## src/core/motion_command_defs.svh

```systemverilog
// Constants for the command frame receiver and reply sender.
// Assumes one 100 MHz clock; byte positions are shared by serial and CAN frames.
`ifndef MOTION_COMMAND_DEFS_SVH
`define MOTION_COMMAND_DEFS_SVH

`define POS_ADDR        4'h0
`define POS_CMD         4'h1
`define POS_TYPE        4'h2
`define POS_BANK        4'h3
`define POS_VAL_FIRST   4'h4
`define POS_VAL_SECOND  4'h5
`define POS_VAL_THIRD   4'h6
`define POS_VAL_LAST    4'h7
`define POS_CHK         4'h8
`define POS_REP_STATUS  4'h2

`define CLK_PERIOD_NS   32'h0000_000A
`define IDLE_TIMEOUT_NS 32'h000F_4240
`define PROG_DEPTH_DEF  16
`define FIFO_DEPTH_DEF  16

`endif

```

## src/core/motion_command_pkg.sv

```systemverilog
// Types for the command frame receiver.
// Assumes the constants header is included by the files that need it.
package motion_command_pkg;
  typedef logic [7:0]  byte_t;
  typedef logic [10:0] can_id_t;
  localparam int FIFO_W = $bits(can_id_t) + $bits(byte_t);

  typedef enum logic [7:0] {
    ST_BAD_CHECKSUM = 8'h01,
    ST_BAD_COMMAND  = 8'h02,
    ST_BAD_TYPE     = 8'h03,
    ST_BAD_VALUE    = 8'h04,
    ST_OK           = 8'h64,
    ST_STORED       = 8'h65
  } status_e;

  typedef enum logic [3:0] {
    S_RECV  = 4'b0001,
    S_EXEC  = 4'b0010,
    S_REPLY = 4'b0100,
    S_RUN   = 4'b1000
  } state_e;
endpackage : motion_command_pkg

```

## src/core/byte_stream_if.sv

```systemverilog
// Valid/ready word stream between the receiver and its FIFO.
// Assumes both ends share one clock.
`timescale 1ns/1ps
`default_nettype none
interface byte_stream_if #(parameter int W = 8);
  logic         valid;
  logic         ready;
  logic [W-1:0] data;
  modport src (output valid, output data, input ready);
  modport snk (input valid, input data, output ready);
endinterface : byte_stream_if
`default_nettype wire

```

## src/core/byte_fifo.sv

```systemverilog
// Synchronous FIFO with valid/ready on both sides.
// Assumes one clock and a synchronised active-low reset.
`timescale 1ns/1ps
`default_nettype none
module byte_fifo #(
  parameter int W     = 8,
  parameter int DEPTH = 16
) (
  // Clock and reset
  input  wire logic   clock,
  input  wire logic   rstN,
  // Fill and drain sides
  byte_stream_if.snk  wr,
  byte_stream_if.src  rd
);
  localparam int AW = $clog2(DEPTH);

  logic [W-1:0] mem [DEPTH];
  logic [AW-1:0] wrPtr_ff, nxt_wrPtr, rdPtr_ff, nxt_rdPtr;
  logic [AW:0]   count_ff, nxt_count;
  logic          push, pop;

  // Full and empty come straight from the count, so ready is honest
  assign wr.ready = (count_ff != (AW+1)'(DEPTH));
  assign rd.valid = (count_ff != '0);
  assign rd.data  = mem[rdPtr_ff];

  always_comb begin
    push      = wr.valid && wr.ready;
    pop       = rd.valid && rd.ready;
    nxt_wrPtr = push ? AW'(wrPtr_ff + 1'b1) : wrPtr_ff;
    nxt_rdPtr = pop ? AW'(rdPtr_ff + 1'b1) : rdPtr_ff;
    nxt_count = count_ff;
    if (push && !pop) begin
      nxt_count = (AW+1)'(count_ff + 1'b1);
    end else if (pop && !push) begin
      nxt_count = (AW+1)'(count_ff - 1'b1);
    end
  end

  always_ff @(posedge clock or negedge rstN) begin
    if (!rstN) begin
      wrPtr_ff <= '0;
      rdPtr_ff <= '0;
      count_ff <= '0;
    end else begin
      wrPtr_ff <= nxt_wrPtr;
      rdPtr_ff <= nxt_rdPtr;
      count_ff <= nxt_count;
    end
  end

  // Storage needs no reset; only written words are ever read
  always_ff @(posedge clock) begin
    if (push) begin
      mem[wrPtr_ff] <= wr.data;
    end
  end
endmodule : byte_fifo
`default_nettype wire

```

## src/core/motion_command_frame_parser.sv

```systemverilog
// Command frame receiver, stored-program sequencer and reply sender.
// Assumes bytes come from a line receiver on the same clock, and an executor
// that answers each command with one done pulse.
`timescale 1ns/1ps
`default_nettype none
`include "motion_command_defs.svh"
module motion_command_frame_parser
  import motion_command_pkg::*;
#(
  parameter int IDLE_CYC   = (`IDLE_TIMEOUT_NS + `CLK_PERIOD_NS - 1) / `CLK_PERIOD_NS,
  parameter int PROG_DEPTH = `PROG_DEPTH_DEF,
  parameter int FIFO_DEPTH = `FIFO_DEPTH_DEF
) (
  // Clock and reset
  input  wire logic    clock,
  input  wire logic    rst_n,
  // Received bytes
  input  wire logic    rxValid,
  output logic         rxReady,
  input  wire byte_t   rxData,
  input  wire can_id_t canRxId,
  // Link setup
  input  wire logic    canMode,
  input  wire byte_t   moduleAddr,
  input  wire byte_t   replyAddr,
  input  wire can_id_t moduleCanId,
  input  wire can_id_t replyCanId,
  // Reply bytes
  output logic         txValid,
  input  wire logic    txReady,
  output byte_t        txData,
  output logic         txLast,
  output can_id_t      txCanId,
  output logic         busDriveEn,
  // Command executor
  output logic         cmdValid,
  output byte_t        cmdNum,
  output byte_t        cmdType,
  output byte_t        cmdBank,
  output logic [31:0]  cmdValue,
  input  wire logic    doneValid,
  input  wire status_e doneStatus,
  input  wire logic [31:0] doneValue,
  // Stored program
  input  wire logic    storeMode,
  input  wire logic    runStart,
  input  wire logic    runStop,
  output logic         running
);
  localparam int PW = $clog2(PROG_DEPTH) + 1;
  localparam int IW = $clog2(IDLE_CYC + 1);

  logic [1:0] rstPipe_ff;
  logic       rstN;

  always_ff @(posedge clock or negedge rst_n) begin
    if (!rst_n) begin
      rstPipe_ff <= 2'h0;
    end else begin
      rstPipe_ff <= {rstPipe_ff[0], 1'b1};
    end
  end
  assign rstN = rstPipe_ff[1];

  // Receive FIFO: the identifier rides with each byte so matching sees the
  // identifier of the frame, not whatever is on the port when it drains
  byte_stream_if #(.W(FIFO_W)) wrIf ();
  byte_stream_if #(.W(FIFO_W)) rdIf ();

  assign wrIf.valid = rxValid;
  assign wrIf.data  = {canRxId, rxData};
  assign rxReady    = wrIf.ready;

  byte_fifo #(.W(FIFO_W), .DEPTH(FIFO_DEPTH)) u_fifo (
    .clock (clock),
    .rstN  (rstN),
    .wr    (wrIf.snk),
    .rd    (rdIf.src)
  );

  logic [55:0] progMem [PROG_DEPTH];

  state_e      state_ff, nxt_state;
  logic [3:0]  pos_ff, nxt_pos, txPos_ff, nxt_txPos;
  byte_t       sum_ff, nxt_sum, txSum_ff, nxt_txSum, addr_ff, nxt_addr;
  byte_t       txData_ff, nxt_txData, cmdNum_ff, nxt_cmdNum;
  byte_t       cmdType_ff, nxt_cmdType, cmdBank_ff, nxt_cmdBank;
  logic [31:0] cmdValue_ff, nxt_cmdValue, repVal_ff, nxt_repVal;
  status_e     status_ff, nxt_status;
  can_id_t     canId_ff, nxt_canId, txCanId_ff, nxt_txCanId;
  logic [IW-1:0] idle_ff, nxt_idle;
  logic [PW-1:0] progLen_ff, nxt_progLen, pc_ff, nxt_pc;
  logic [3:0]  firstPos, lastPos;
  logic        take, frameEnd, match, chkOk, goReply, memWe, timeout;
  byte_t       inByte;
  logic [55:0] memWord, loadWord;

  function automatic byte_t replyByte(input logic [3:0] p, input byte_t sum,
                                      input byte_t rAddr, input byte_t mAddr,
                                      input status_e st, input byte_t num,
                                      input logic [31:0] val);
    byte_t b;
    b = sum;
    case (p)
      `POS_ADDR:       b = rAddr;
      `POS_CMD:        b = mAddr;
      `POS_REP_STATUS: b = st;
      `POS_BANK:       b = num;
      `POS_VAL_FIRST:  b = val[31:24];
      `POS_VAL_SECOND: b = val[23:16];
      `POS_VAL_THIRD:  b = val[15:8];
      `POS_VAL_LAST:   b = val[7:0];
      default:         b = sum;
    endcase
    return b;
  endfunction : replyByte

  always_comb begin
    // Serial frames span positions 0..8, CAN frames only the core 1..7
    firstPos     = canMode ? `POS_CMD : `POS_ADDR;
    lastPos      = canMode ? `POS_VAL_LAST : `POS_CHK;
    nxt_state    = state_ff;
    nxt_pos      = pos_ff;
    nxt_sum      = sum_ff;
    nxt_addr     = addr_ff;
    nxt_canId    = canId_ff;
    nxt_cmdNum   = cmdNum_ff;
    nxt_cmdType  = cmdType_ff;
    nxt_cmdBank  = cmdBank_ff;
    nxt_cmdValue = cmdValue_ff;
    nxt_status   = status_ff;
    nxt_repVal   = repVal_ff;
    nxt_txPos    = txPos_ff;
    nxt_txSum    = txSum_ff;
    nxt_txData   = txData_ff;
    nxt_txCanId  = txCanId_ff;
    nxt_idle     = idle_ff;
    nxt_progLen  = progLen_ff;
    nxt_pc       = pc_ff;
    take         = 1'b0;
    frameEnd     = 1'b0;
    goReply      = 1'b0;
    memWe        = 1'b0;
    timeout      = 1'b0;
    inByte       = rdIf.data[7:0];
    memWord      = '0;
    loadWord     = progMem[pc_ff[PW-2:0]];
    match        = canMode ? (canId_ff == moduleCanId) : (addr_ff == moduleAddr);
    chkOk        = canMode || (inByte == sum_ff);
    case (state_ff)
      S_RECV: begin
        take = rdIf.valid;
        if (rdIf.valid) begin
          nxt_idle = '0;
          nxt_sum  = byte_t'(sum_ff + inByte);
          nxt_pos  = 4'(pos_ff + 1'b1);
          if (pos_ff == firstPos) begin
            nxt_canId = rdIf.data[FIFO_W-1:8];
          end
          case (pos_ff)
            `POS_ADDR: nxt_addr    = inByte;
            `POS_CMD:  nxt_cmdNum  = inByte;
            `POS_TYPE: nxt_cmdType = inByte;
            `POS_BANK: nxt_cmdBank = inByte;
            `POS_CHK:  nxt_cmdValue = cmdValue_ff;
            default:   nxt_cmdValue = {cmdValue_ff[23:0], inByte};
          endcase
          if (pos_ff == lastPos) begin
            frameEnd = 1'b1;
            nxt_pos  = firstPos;
            nxt_sum  = '0;
            memWord  = {nxt_cmdNum, nxt_cmdType, nxt_cmdBank, nxt_cmdValue};
            // Foreign frames are dropped silently; the bus stays quiet
            if (!match) begin
              nxt_state = S_RECV;
            end else if (!chkOk) begin
              nxt_status = ST_BAD_CHECKSUM;
              nxt_repVal = nxt_cmdValue;
              goReply    = 1'b1;
            end else if (storeMode) begin
              memWe      = (progLen_ff != PW'(PROG_DEPTH));
              nxt_status = memWe ? ST_STORED : ST_BAD_VALUE;
              nxt_repVal = nxt_cmdValue;
              goReply    = 1'b1;
            end else begin
              nxt_state = S_EXEC;
            end
          end
        end else if (pos_ff != firstPos) begin
          nxt_idle = IW'(idle_ff + 1'b1);
          if (idle_ff == IW'(IDLE_CYC - 1)) begin
            timeout  = 1'b1;
            nxt_pos  = firstPos;
            nxt_sum  = '0;
            nxt_idle = '0;
          end
        end else if (runStart && progLen_ff != '0) begin
          nxt_state = S_RUN;
          nxt_pc    = '0;
          {nxt_cmdNum, nxt_cmdType, nxt_cmdBank, nxt_cmdValue} = progMem[0];
        end
      end
      S_EXEC: begin
        if (doneValid) begin
          nxt_status = doneStatus;
          nxt_repVal = doneValue;
          goReply    = 1'b1;
        end
      end
      S_REPLY: begin
        if (txReady) begin
          nxt_txSum = byte_t'(txSum_ff + txData_ff);
          if (txPos_ff == lastPos) begin
            nxt_state = S_RECV;
          end else begin
            nxt_txPos  = 4'(txPos_ff + 1'b1);
            nxt_txData = replyByte(nxt_txPos, nxt_txSum, replyAddr, moduleAddr,
                                   status_ff, cmdNum_ff, repVal_ff);
          end
        end
      end
      S_RUN: begin
        // Stored commands run without replies; the host port waits in the FIFO
        if (doneValid) begin
          if (runStop || pc_ff == PW'(progLen_ff - 1'b1)) begin
            nxt_state = S_RECV;
          end else begin
            nxt_pc   = PW'(pc_ff + 1'b1);
            loadWord = progMem[nxt_pc[PW-2:0]];
            {nxt_cmdNum, nxt_cmdType, nxt_cmdBank, nxt_cmdValue} = loadWord;
          end
        end
      end
      default: begin
        nxt_state = S_RECV;
      end
    endcase
    if (memWe) begin
      nxt_progLen = PW'(progLen_ff + 1'b1);
    end
    if (goReply) begin
      nxt_state   = S_REPLY;
      nxt_txPos   = firstPos;
      nxt_txSum   = '0;
      nxt_txCanId = replyCanId;
      nxt_txData  = replyByte(firstPos, 8'h00, replyAddr, moduleAddr,
                              nxt_status, nxt_cmdNum, nxt_repVal);
    end
  end

  always_ff @(posedge clock or negedge rstN) begin
    if (!rstN) begin
      state_ff    <= S_RECV;
      pos_ff      <= `POS_ADDR;
      sum_ff      <= '0;
      addr_ff     <= '0;
      canId_ff    <= '0;
      cmdNum_ff   <= '0;
      cmdType_ff  <= '0;
      cmdBank_ff  <= '0;
      cmdValue_ff <= '0;
      status_ff   <= ST_OK;
      repVal_ff   <= '0;
      txPos_ff    <= `POS_ADDR;
      txSum_ff    <= '0;
      txData_ff   <= '0;
      txCanId_ff  <= '0;
      idle_ff     <= '0;
      progLen_ff  <= '0;
      pc_ff       <= '0;
    end else begin
      state_ff    <= nxt_state;
      pos_ff      <= nxt_pos;
      sum_ff      <= nxt_sum;
      addr_ff     <= nxt_addr;
      canId_ff    <= nxt_canId;
      cmdNum_ff   <= nxt_cmdNum;
      cmdType_ff  <= nxt_cmdType;
      cmdBank_ff  <= nxt_cmdBank;
      cmdValue_ff <= nxt_cmdValue;
      status_ff   <= nxt_status;
      repVal_ff   <= nxt_repVal;
      txPos_ff    <= nxt_txPos;
      txSum_ff    <= nxt_txSum;
      txData_ff   <= nxt_txData;
      txCanId_ff  <= nxt_txCanId;
      idle_ff     <= nxt_idle;
      progLen_ff  <= nxt_progLen;
      pc_ff       <= nxt_pc;
    end
  end

  always_ff @(posedge clock) begin
    if (memWe) begin
      progMem[progLen_ff[PW-2:0]] <= memWord;
    end
  end

  assign rdIf.ready = take;
  assign txValid    = (state_ff == S_REPLY);
  assign busDriveEn = (state_ff == S_REPLY);
  assign txData     = txData_ff;
  assign txLast     = txValid && (txPos_ff == lastPos);
  assign txCanId    = txCanId_ff;
  assign cmdValid   = (state_ff == S_EXEC) || (state_ff == S_RUN);
  assign cmdNum     = cmdNum_ff;
  assign cmdType    = cmdType_ff;
  assign cmdBank    = cmdBank_ff;
  assign cmdValue   = cmdValue_ff;
  assign running    = (state_ff == S_RUN);

  // Bytes sent in the current reply, for the length check only
  logic [3:0] txCnt_ff;
  always_ff @(posedge clock or negedge rstN) begin
    if (!rstN) begin
      txCnt_ff <= '0;
    end else if (!txValid) begin
      txCnt_ff <= '0;
    end else if (txReady) begin
      txCnt_ff <= 4'(txCnt_ff + 1'b1);
    end
  end
endmodule : motion_command_frame_parser
`default_nettype wire

```

## config.mk

```make
export PLATFORM = sky130hd
export DESIGN_NAME = motion_command_frame_parser
export DESIGN_NICKNAME = d
export VERILOG_FILES = /design/src/core/motion_command_pkg.sv /design/src/core/byte_stream_if.sv /design/src/core/byte_fifo.sv /design/src/core/motion_command_frame_parser.sv
export VERILOG_INCLUDE_DIRS = /design/src /design/src/core
export SDC_FILE = /design/constraint.sdc
export NUM_CORES = 2
export LEC_CHECK = 0
export BUFFER_PORTS_ARGS = -buffer_cell sky130_fd_sc_hd__buf_4
export CAP_MARGIN = 0
export CORE_AREA = 2 2 384 386
export CTS_CLUSTER_SIZE = 16
export DETAILED_ROUTE_END_ITERATION = 6
export DIE_AREA = 0 0 386 388
export PLACE_DENSITY = 0.64
export SYNTH_ARGS = -nofsm -noshare
export SYNTH_HDL_FRONTEND = slang
export SYNTH_SLANG_ARGS = --single-unit
```

## constraint.sdc

```tcl
create_clock -name clock -period 5.75 [get_ports clock]
set_input_delay 0.2875 -clock clock [delete_from_list [all_inputs] [get_ports clock]]
set_output_delay 0.2875 -clock clock [all_outputs]
set_load 0.05 [all_outputs]
```

# Word level (Yosys, flattened, before mapping)
# Memories as Yosys holds them, arrays and structs flattened.
# Index checks and enable logic that the tools add are counted.
# word_totals
ramBits	1200
wordCells	231
n_memories	2
in_bits	106
ff_bits	204
out_inout_bits	81
# mem_list
name	words	word_bits	read_ports	rd_ports_with_merged_regs	wr	line_no	rtl
progMem	16	56	2	0	1	motion_command_frame_parser.sv:81	logic [55:0] progMem [PROG_DEPTH];
u_fifo.mem	16	19	1	0	1	byte_fifo.sv:18	logic [W-1:0] mem [DEPTH];
# op_classes
muxes	112
reduce_logical	32
eq_ne	51
addsub	12
# ops
op	count
32-bit 2-to-1 mux	12
8-bit 2-to-1 mux	35
56-bit 2-to-1 mux	3
32-bit one-hot mux with 2 select lines	2
8-bit one-hot mux with 8 select lines	2
4-bit 2-to-1 mux	21
8-bit one-hot mux with 2 select lines	4
17-bit 2-to-1 mux	3
5-bit 2-to-1 mux	7
4-bit by 2-bit equality test with 1-bit output (second input constant)	5
4-bit by 3-bit equality test with 1-bit output (second input constant)	5
5-bit inequality test (second input constant)	4
1-bit 2-to-1 mux	19
17-bit by 1-bit adder with 17-bit output (second input constant)	1
17-bit equality test (second input constant)	1
4-bit by 1-bit adder with 4-bit output (second input constant)	4
8-bit adder	2
8-bit equality test	2
4-bit one-hot mux with 4 select lines	1
5-bit by 1-bit adder with 5-bit output (second input constant)	3
2-bit inequality test (second input constant)	7
1-bit by 3-bit equality test with 1-bit output (second input constant)	4
4-bit by 1-bit equality test with 1-bit output (second input constant)	3
4-bit zero test	3
other kinds (27)	54

# Depth between registers and ports, before layout
# depth
word_depth	11
ltp_mapped	14
depth_no_buf	12

# By module
# Synthesis repeated with hierarchy kept, for this count alone.
# hier_totals
cells_unflattened	3557
hier_area_um2	58652.5
# modules_own_cells
mod	cells_per_inst	area_each_um2	instances	seq_area_each_um2
motion_command_frame_parser	2926	46014.1	1	31690.4
byte_fifo	631	12638.4	1	9454.1

# Worst setup path after synthesis
# No wires, ideal clock.
# synth_timing
path_kind	register -> register
startpoint	register u_fifo.rdPtr_ff[0]
endpoint	memory progMem[5][0] (enable)
synth_period_minus_slack_ns	5.517
path_buffers	3
arrival_ns	5.097
setup_time_ns	0.420
t_required_ns	5.330
slack_ns	0.233
stages_incl_launch_ff	13
path_cell_list	dfrtp_1 buf_2 buf_2 mux4_2 mux4_2 ha_1 nor4_1 nand4_1 mux2i_1 nor3_2 nor4b_4 buf_2 and4b_1
# synth_via
elab_chain_len	10
# synth_rtl
item	line_no	rtl
start: declaration	byte_fifo.sv:19	logic [AW-1:0] wrPtr_ff, nxt_wrPtr, rdPtr_ff, nxt_rdPtr;
start signal: assignment	byte_fifo.sv:48	rdPtr_ff <= nxt_rdPtr;
memory read 16 x 19 bit	--	
net rdIf.data[5]	byte_stream_if.sv:8	logic [W-1:0] data;
8-bit equality test	motion_command_frame_parser.sv:149	chkOk = canMode || (inByte == sum_ff);
1-bit logical OR	motion_command_frame_parser.sv:149	
1-bit 2-to-1 mux	motion_command_frame_parser.sv:176	end else if (!chkOk) begin
1-bit 2-to-1 mux	motion_command_frame_parser.sv:174	if (!match) begin
1-bit 2-to-1 mux	motion_command_frame_parser.sv:168	if (pos_ff == lastPos) begin
1-bit 2-to-1 mux	motion_command_frame_parser.sv:153	if (rdIf.valid) begin
1-bit 2-to-1 mux	motion_command_frame_parser.sv:150	case (state_ff)
1-bit 2-to-1 mux	motion_command_frame_parser.sv:294	if (memWe) begin
1-bit 2-to-1 mux (not written as such)	motion_command_frame_parser.sv:295	progMem[progLen_ff[PW-2:0]] <= memWord;
end: declaration	motion_command_frame_parser.sv:81	
# The timed path passes the listed nets, and every way through them passes these cells.

# Worst setup path after layout
# layout_timing
startpoint	register u_fifo.rdPtr_ff[0]
endpoint	memory progMem[13][52] (enable)
# The elaborated chain is that of the path after synthesis.

==> results.sh <==
export IMPL_startpoint_type="flip-flop"
export IMPL_coreArea_um2=145000
export IMPL_r2r_start="u_fifo.rdPtr_ff[0]"
export IMPL_rsz0062_at_grt="false"
export IMPL_layout_drive_gt1_share_pct=23.7
export IMPL_std_cell_rows=140
export IMPL_yosysUniqueCellTypes=82
export IMPL_seqPwrFrac_pct=42.3
export IMPL_synth_top_family_by_area="multiplexers"
export IMPL_fmax_ghz=0.192
export IMPL_crit_required_ns=6.19
export IMPL_num_vias=32900
export IMPL_numPlacedInstances=5405
export IMPL_tns_ns=0
export IMPL_ys_ff_latch=1404
export IMPL_clk_path_buf_depth=3
export IMPL_drt_iter0_markers=3719
export IMPL_synthSimpleGateAreaFrac_pct=5.46
export IMPL_combPwrFrac_pct=27.5
export IMPL_ys_warn_count=0
export IMPL_antenna_left=0
export IMPL_start_util_pct=39.9
export IMPL_synth_edf_count=1200
export IMPL_tritoncts="done"
export IMPL_grtUsageTotal_pct=20.9
export IMPL_final_cell_mix="edfxtp_1 (1200), nand2_1 (333), mux4_2 (318), buf_4 (276), dfrtp_1 (195)"
export IMPL_ctsHoldBuffers=76
export IMPL_ys_async_sr_fraction_pct=14.5
export IMPL_stdcell_area_um2=67700
export IMPL_htree_levels=4
export IMPL_antenna_found_initial=10
export IMPL_maxSlewViolCount=0
export IMPL_cts_root_buf="clkbuf_16"
export IMPL_cts_buffers_inserted=141
export IMPL_cts_sinks=1404
export IMPL_dp_hpwl_um=99900
export IMPL_end_kind="flip-flop"
export IMPL_synth_fa_ha_area_share_pct=0.945
export IMPL_worstReg2RegEnd="progMem[13][52]"
export IMPL_drcViolationCount=1
export IMPL_area_delta_synth_final_pct=16.7
export IMPL_dr_pass1_iters=7
export IMPL_setup_viol=0
export IMPL_cts_resized=0
export IMPL_min_to="repVal_ff[9]"
export IMPL_cp_max_fo=38
export IMPL_syn_num_nets=3545
export IMPL_hold_class="input pin to flip-flop"
export IMPL_grt_pass1_wl_um=228000
export IMPL_placement_io_buffers=186
export IMPL_drv_cap=0
export IMPL_avgSynthCellArea_um2=17.1
export IMPL_synth_compound_area_share_pct=6.06
export IMPL_grt_pass1_vias=32700
export IMPL_p_per_area_nw_per_um2=438
export IMPL_worstMarginPinSlew_ns=1.40
export IMPL_internal_power_mw=19.8
export IMPL_synthXorXnorAreaFrac_pct=0.951
export IMPL_period_share_pct=90.6
export IMPL_layout_filler_cells=12200
export IMPL_clkTransAtPathRegs_ns=0.06
export IMPL_p_sw_share_pct=33.4
export IMPL_grt_overflow=0
export IMPL_clock_power_share_pct=30.1
export IMPL_power_switching_mw=9.92
export IMPL_reg2reg_depth=11
export IMPL_synth_ff_type="edfxtp_1"
export IMPL_final_common_cell="edfxtp_1"
export IMPL_max_vdd_ir_drop_uv=294
export IMPL_die_y_um=388
export IMPL_whs_path_depth=3
export IMPL_die_area_um2=150000
export IMPL_cp_data_arrival_time_ns=5.65
export IMPL_wirelength_um=157000
export IMPL_place_gp_congestion=0.832
export IMPL_synth_cells=3397
export IMPL_finalHoldViolCount=0
export IMPL_crit_type="flip-flop to flip-flop"
export IMPL_cts_setup_buffers=0
export IMPL_routedWlPerCell_um=27.4
export IMPL_worstHoldStart="doneValue[9]"
export IMPL_r2r_setup_slack_ns=0.54
export IMPL_p_leak_nw=22.9
export IMPL_die_width_um=386
export IMPL_place_ws_ns=0.560
export IMPL_fin_skew_ns=0.0333
export IMPL_violations="DRC"
export IMPL_stdcell_count=5741
export IMPL_worst_skew_pair_late_latency_ns=0.77
export IMPL_netlist_area_um2=58000
export IMPL_period_minus_slack_ns=5.21
export IMPL_num_io_pins=187
export IMPL_status="finished, violations left"
export IMPL_synth_mux_area_share_pct=14.0
export IMPL_dpl_cell_area_um2=62400
export IMPL_vias_per_cell=5.74
export IMPL_yosysSeqAreaShare_pct=70.9
export IMPL_worst_slack_ns=0.541
export IMPL_grt_max_degree=140
export IMPL_timing_slew_headroom_pct=6.46
export IMPL_fin_nets=3855
## worst max path at each step
stage	from	end	slack (ns)
after floorplan	u_fifo.rdPtr_ff[0]	progMem[5][0]	0.23
after global placement	u_fifo.rdPtr_ff[0]	progMem[13][1]	0.62
after detailed placement	u_fifo.rdPtr_ff[0]	progMem[13][51]	0.56
after CTS	u_fifo.rdPtr_ff[0]	progMem[13][52]	0.53
after global routing	u_fifo.rdPtr_ff[0]	progMem[13][52]	0.29
final	u_fifo.rdPtr_ff[0]	progMem[13][52]	0.54
## kinds of logic after synthesis
| kind of cell | count (synthesis) |
|---|---|
| AO/OA/AOI/OAI | 553 |
| XOR/XNOR | 63 |
| adder cells (fa/ha/maj) | 42 |
| buffers and inverters | 237 |
| flip-flops | 1404 |
| multiplexers | 408 |
| other | 1 |
| AND/OR/NAND/NOR | 689 |
## state kept, by name (all words and copies together), names as in the netlist, 11 cells and up
register	cells
progMem	896
cmdValue	32
u_fifo.mem	304
txCanId	11
repVal_ff	32
idle_ff	17
canId_ff	11
## synth_stat cells, drive strengths merged (5+ instances only)
cell | number | area, um2
edfxtp | 1200 | 36000
nand2 | 333 | 1250
a311oi | 54 | 473
a21oi | 131 | 656
nand2b | 6 | 37.5
xnor2 | 42 | 368
and2 | 70 | 438
a22o | 13 | 114
o31ai | 9 | 67.6
clkbuf | 146 | 548
nor3 | 19 | 100
a211oi | 63 | 473
ha | 39 | 488
nor2 | 159 | 604
nor4b | 6 | 80.1
o21ai | 184 | 921
xor2 | 21 | 184
nor4 | 5 | 31.3
a31oi | 5 | 31.3
mux2 | 31 | 349
nand4 | 13 | 81.3
dfrtp | 200 | 5000
a21boi | 9 | 67.6
mux2i | 59 | 591
mux4 | 318 | 7160
a221oi | 14 | 123
o22ai | 12 | 75.1
and4 | 10 | 87.6
nor2b | 6 | 37.5
and3 | 6 | 37.5
inv | 22 | 82.6
a21o | 9 | 67.6
nand3 | 30 | 150
buf | 68 | 345
o221ai | 13 | 114
## metrics by stage
stage | total power, mW | utilization [%] | hold slack, ns
6_report | 29.7 | 46.6 | 0.0584
3_3_place_gp | 20.8 | 43.0 | 0.0709
4_1_cts | 29.9 | 46.6 | 0.0136
2_1_floorplan | 17.4 | - | -0.00809
3_5_place_dp | 20.9 | 43.0 | 0.0753
5_1_grt | 30.8 | 46.6 | 0.0279
## critical path, stage by stage (launching register included)
cell	delay [ns]
dfrtp_4	0.88
mux4_2	0.60
mux4_2	0.54
ha_1	0.38
nor3_1	0.45
nand4_1	0.17
mux2i_1	0.28
nor3_2	0.14
nor4b_4	0.29
buf_4	0.28
and4_4	0.56
buf_4	0.30
## layout make-up
class,instances,area (um2),area share [%]
Multi-Input combinational cell,1756,16100,23.8
Antenna cell,6,15.0,0.0222
Sequential cell,1404,41200,60.8
Inverter,23,86.3,0.128
Clock buffer,193,3870,5.72
Tap cell,1917,2400,3.54
Timing Repair Buffer,381,3410,5.04
Clock inverter,61,603,0.891
## power groups by stage
| stage | combinational (mW) | clock, mW | sequential (mW) |
|---|---|---|---|
| finish | 8.17 | 8.94 | 12.6 |
| global route | 8.67 | 9.49 | 12.6 |
| CTS | 8.21 | 9.10 | 12.6 |
| detailed placement | 8.14 | 0 | 12.8 |
| global placement | 8.08 | 0 | 12.8 |
| floorplan | 4.42 | 0 | 13.0 |
## per-layer routing
metal | wire, um | track usage, % | vias to the layer above | part of all wire (%)
li1 | - | - | 14100 | -
met1 | 65100 | 29.6 | 17200 | 41
met2 | 74900 | 32.7 | 1420 | 48
met3 | 12200 | 3.72 | 232 | 7.8
met4 | 5020 | 7.07 | 2 | 3.2
met5 | 13 | 0 | - | 0.0083
No activity file was read; power rests on OpenSTA's default activity.
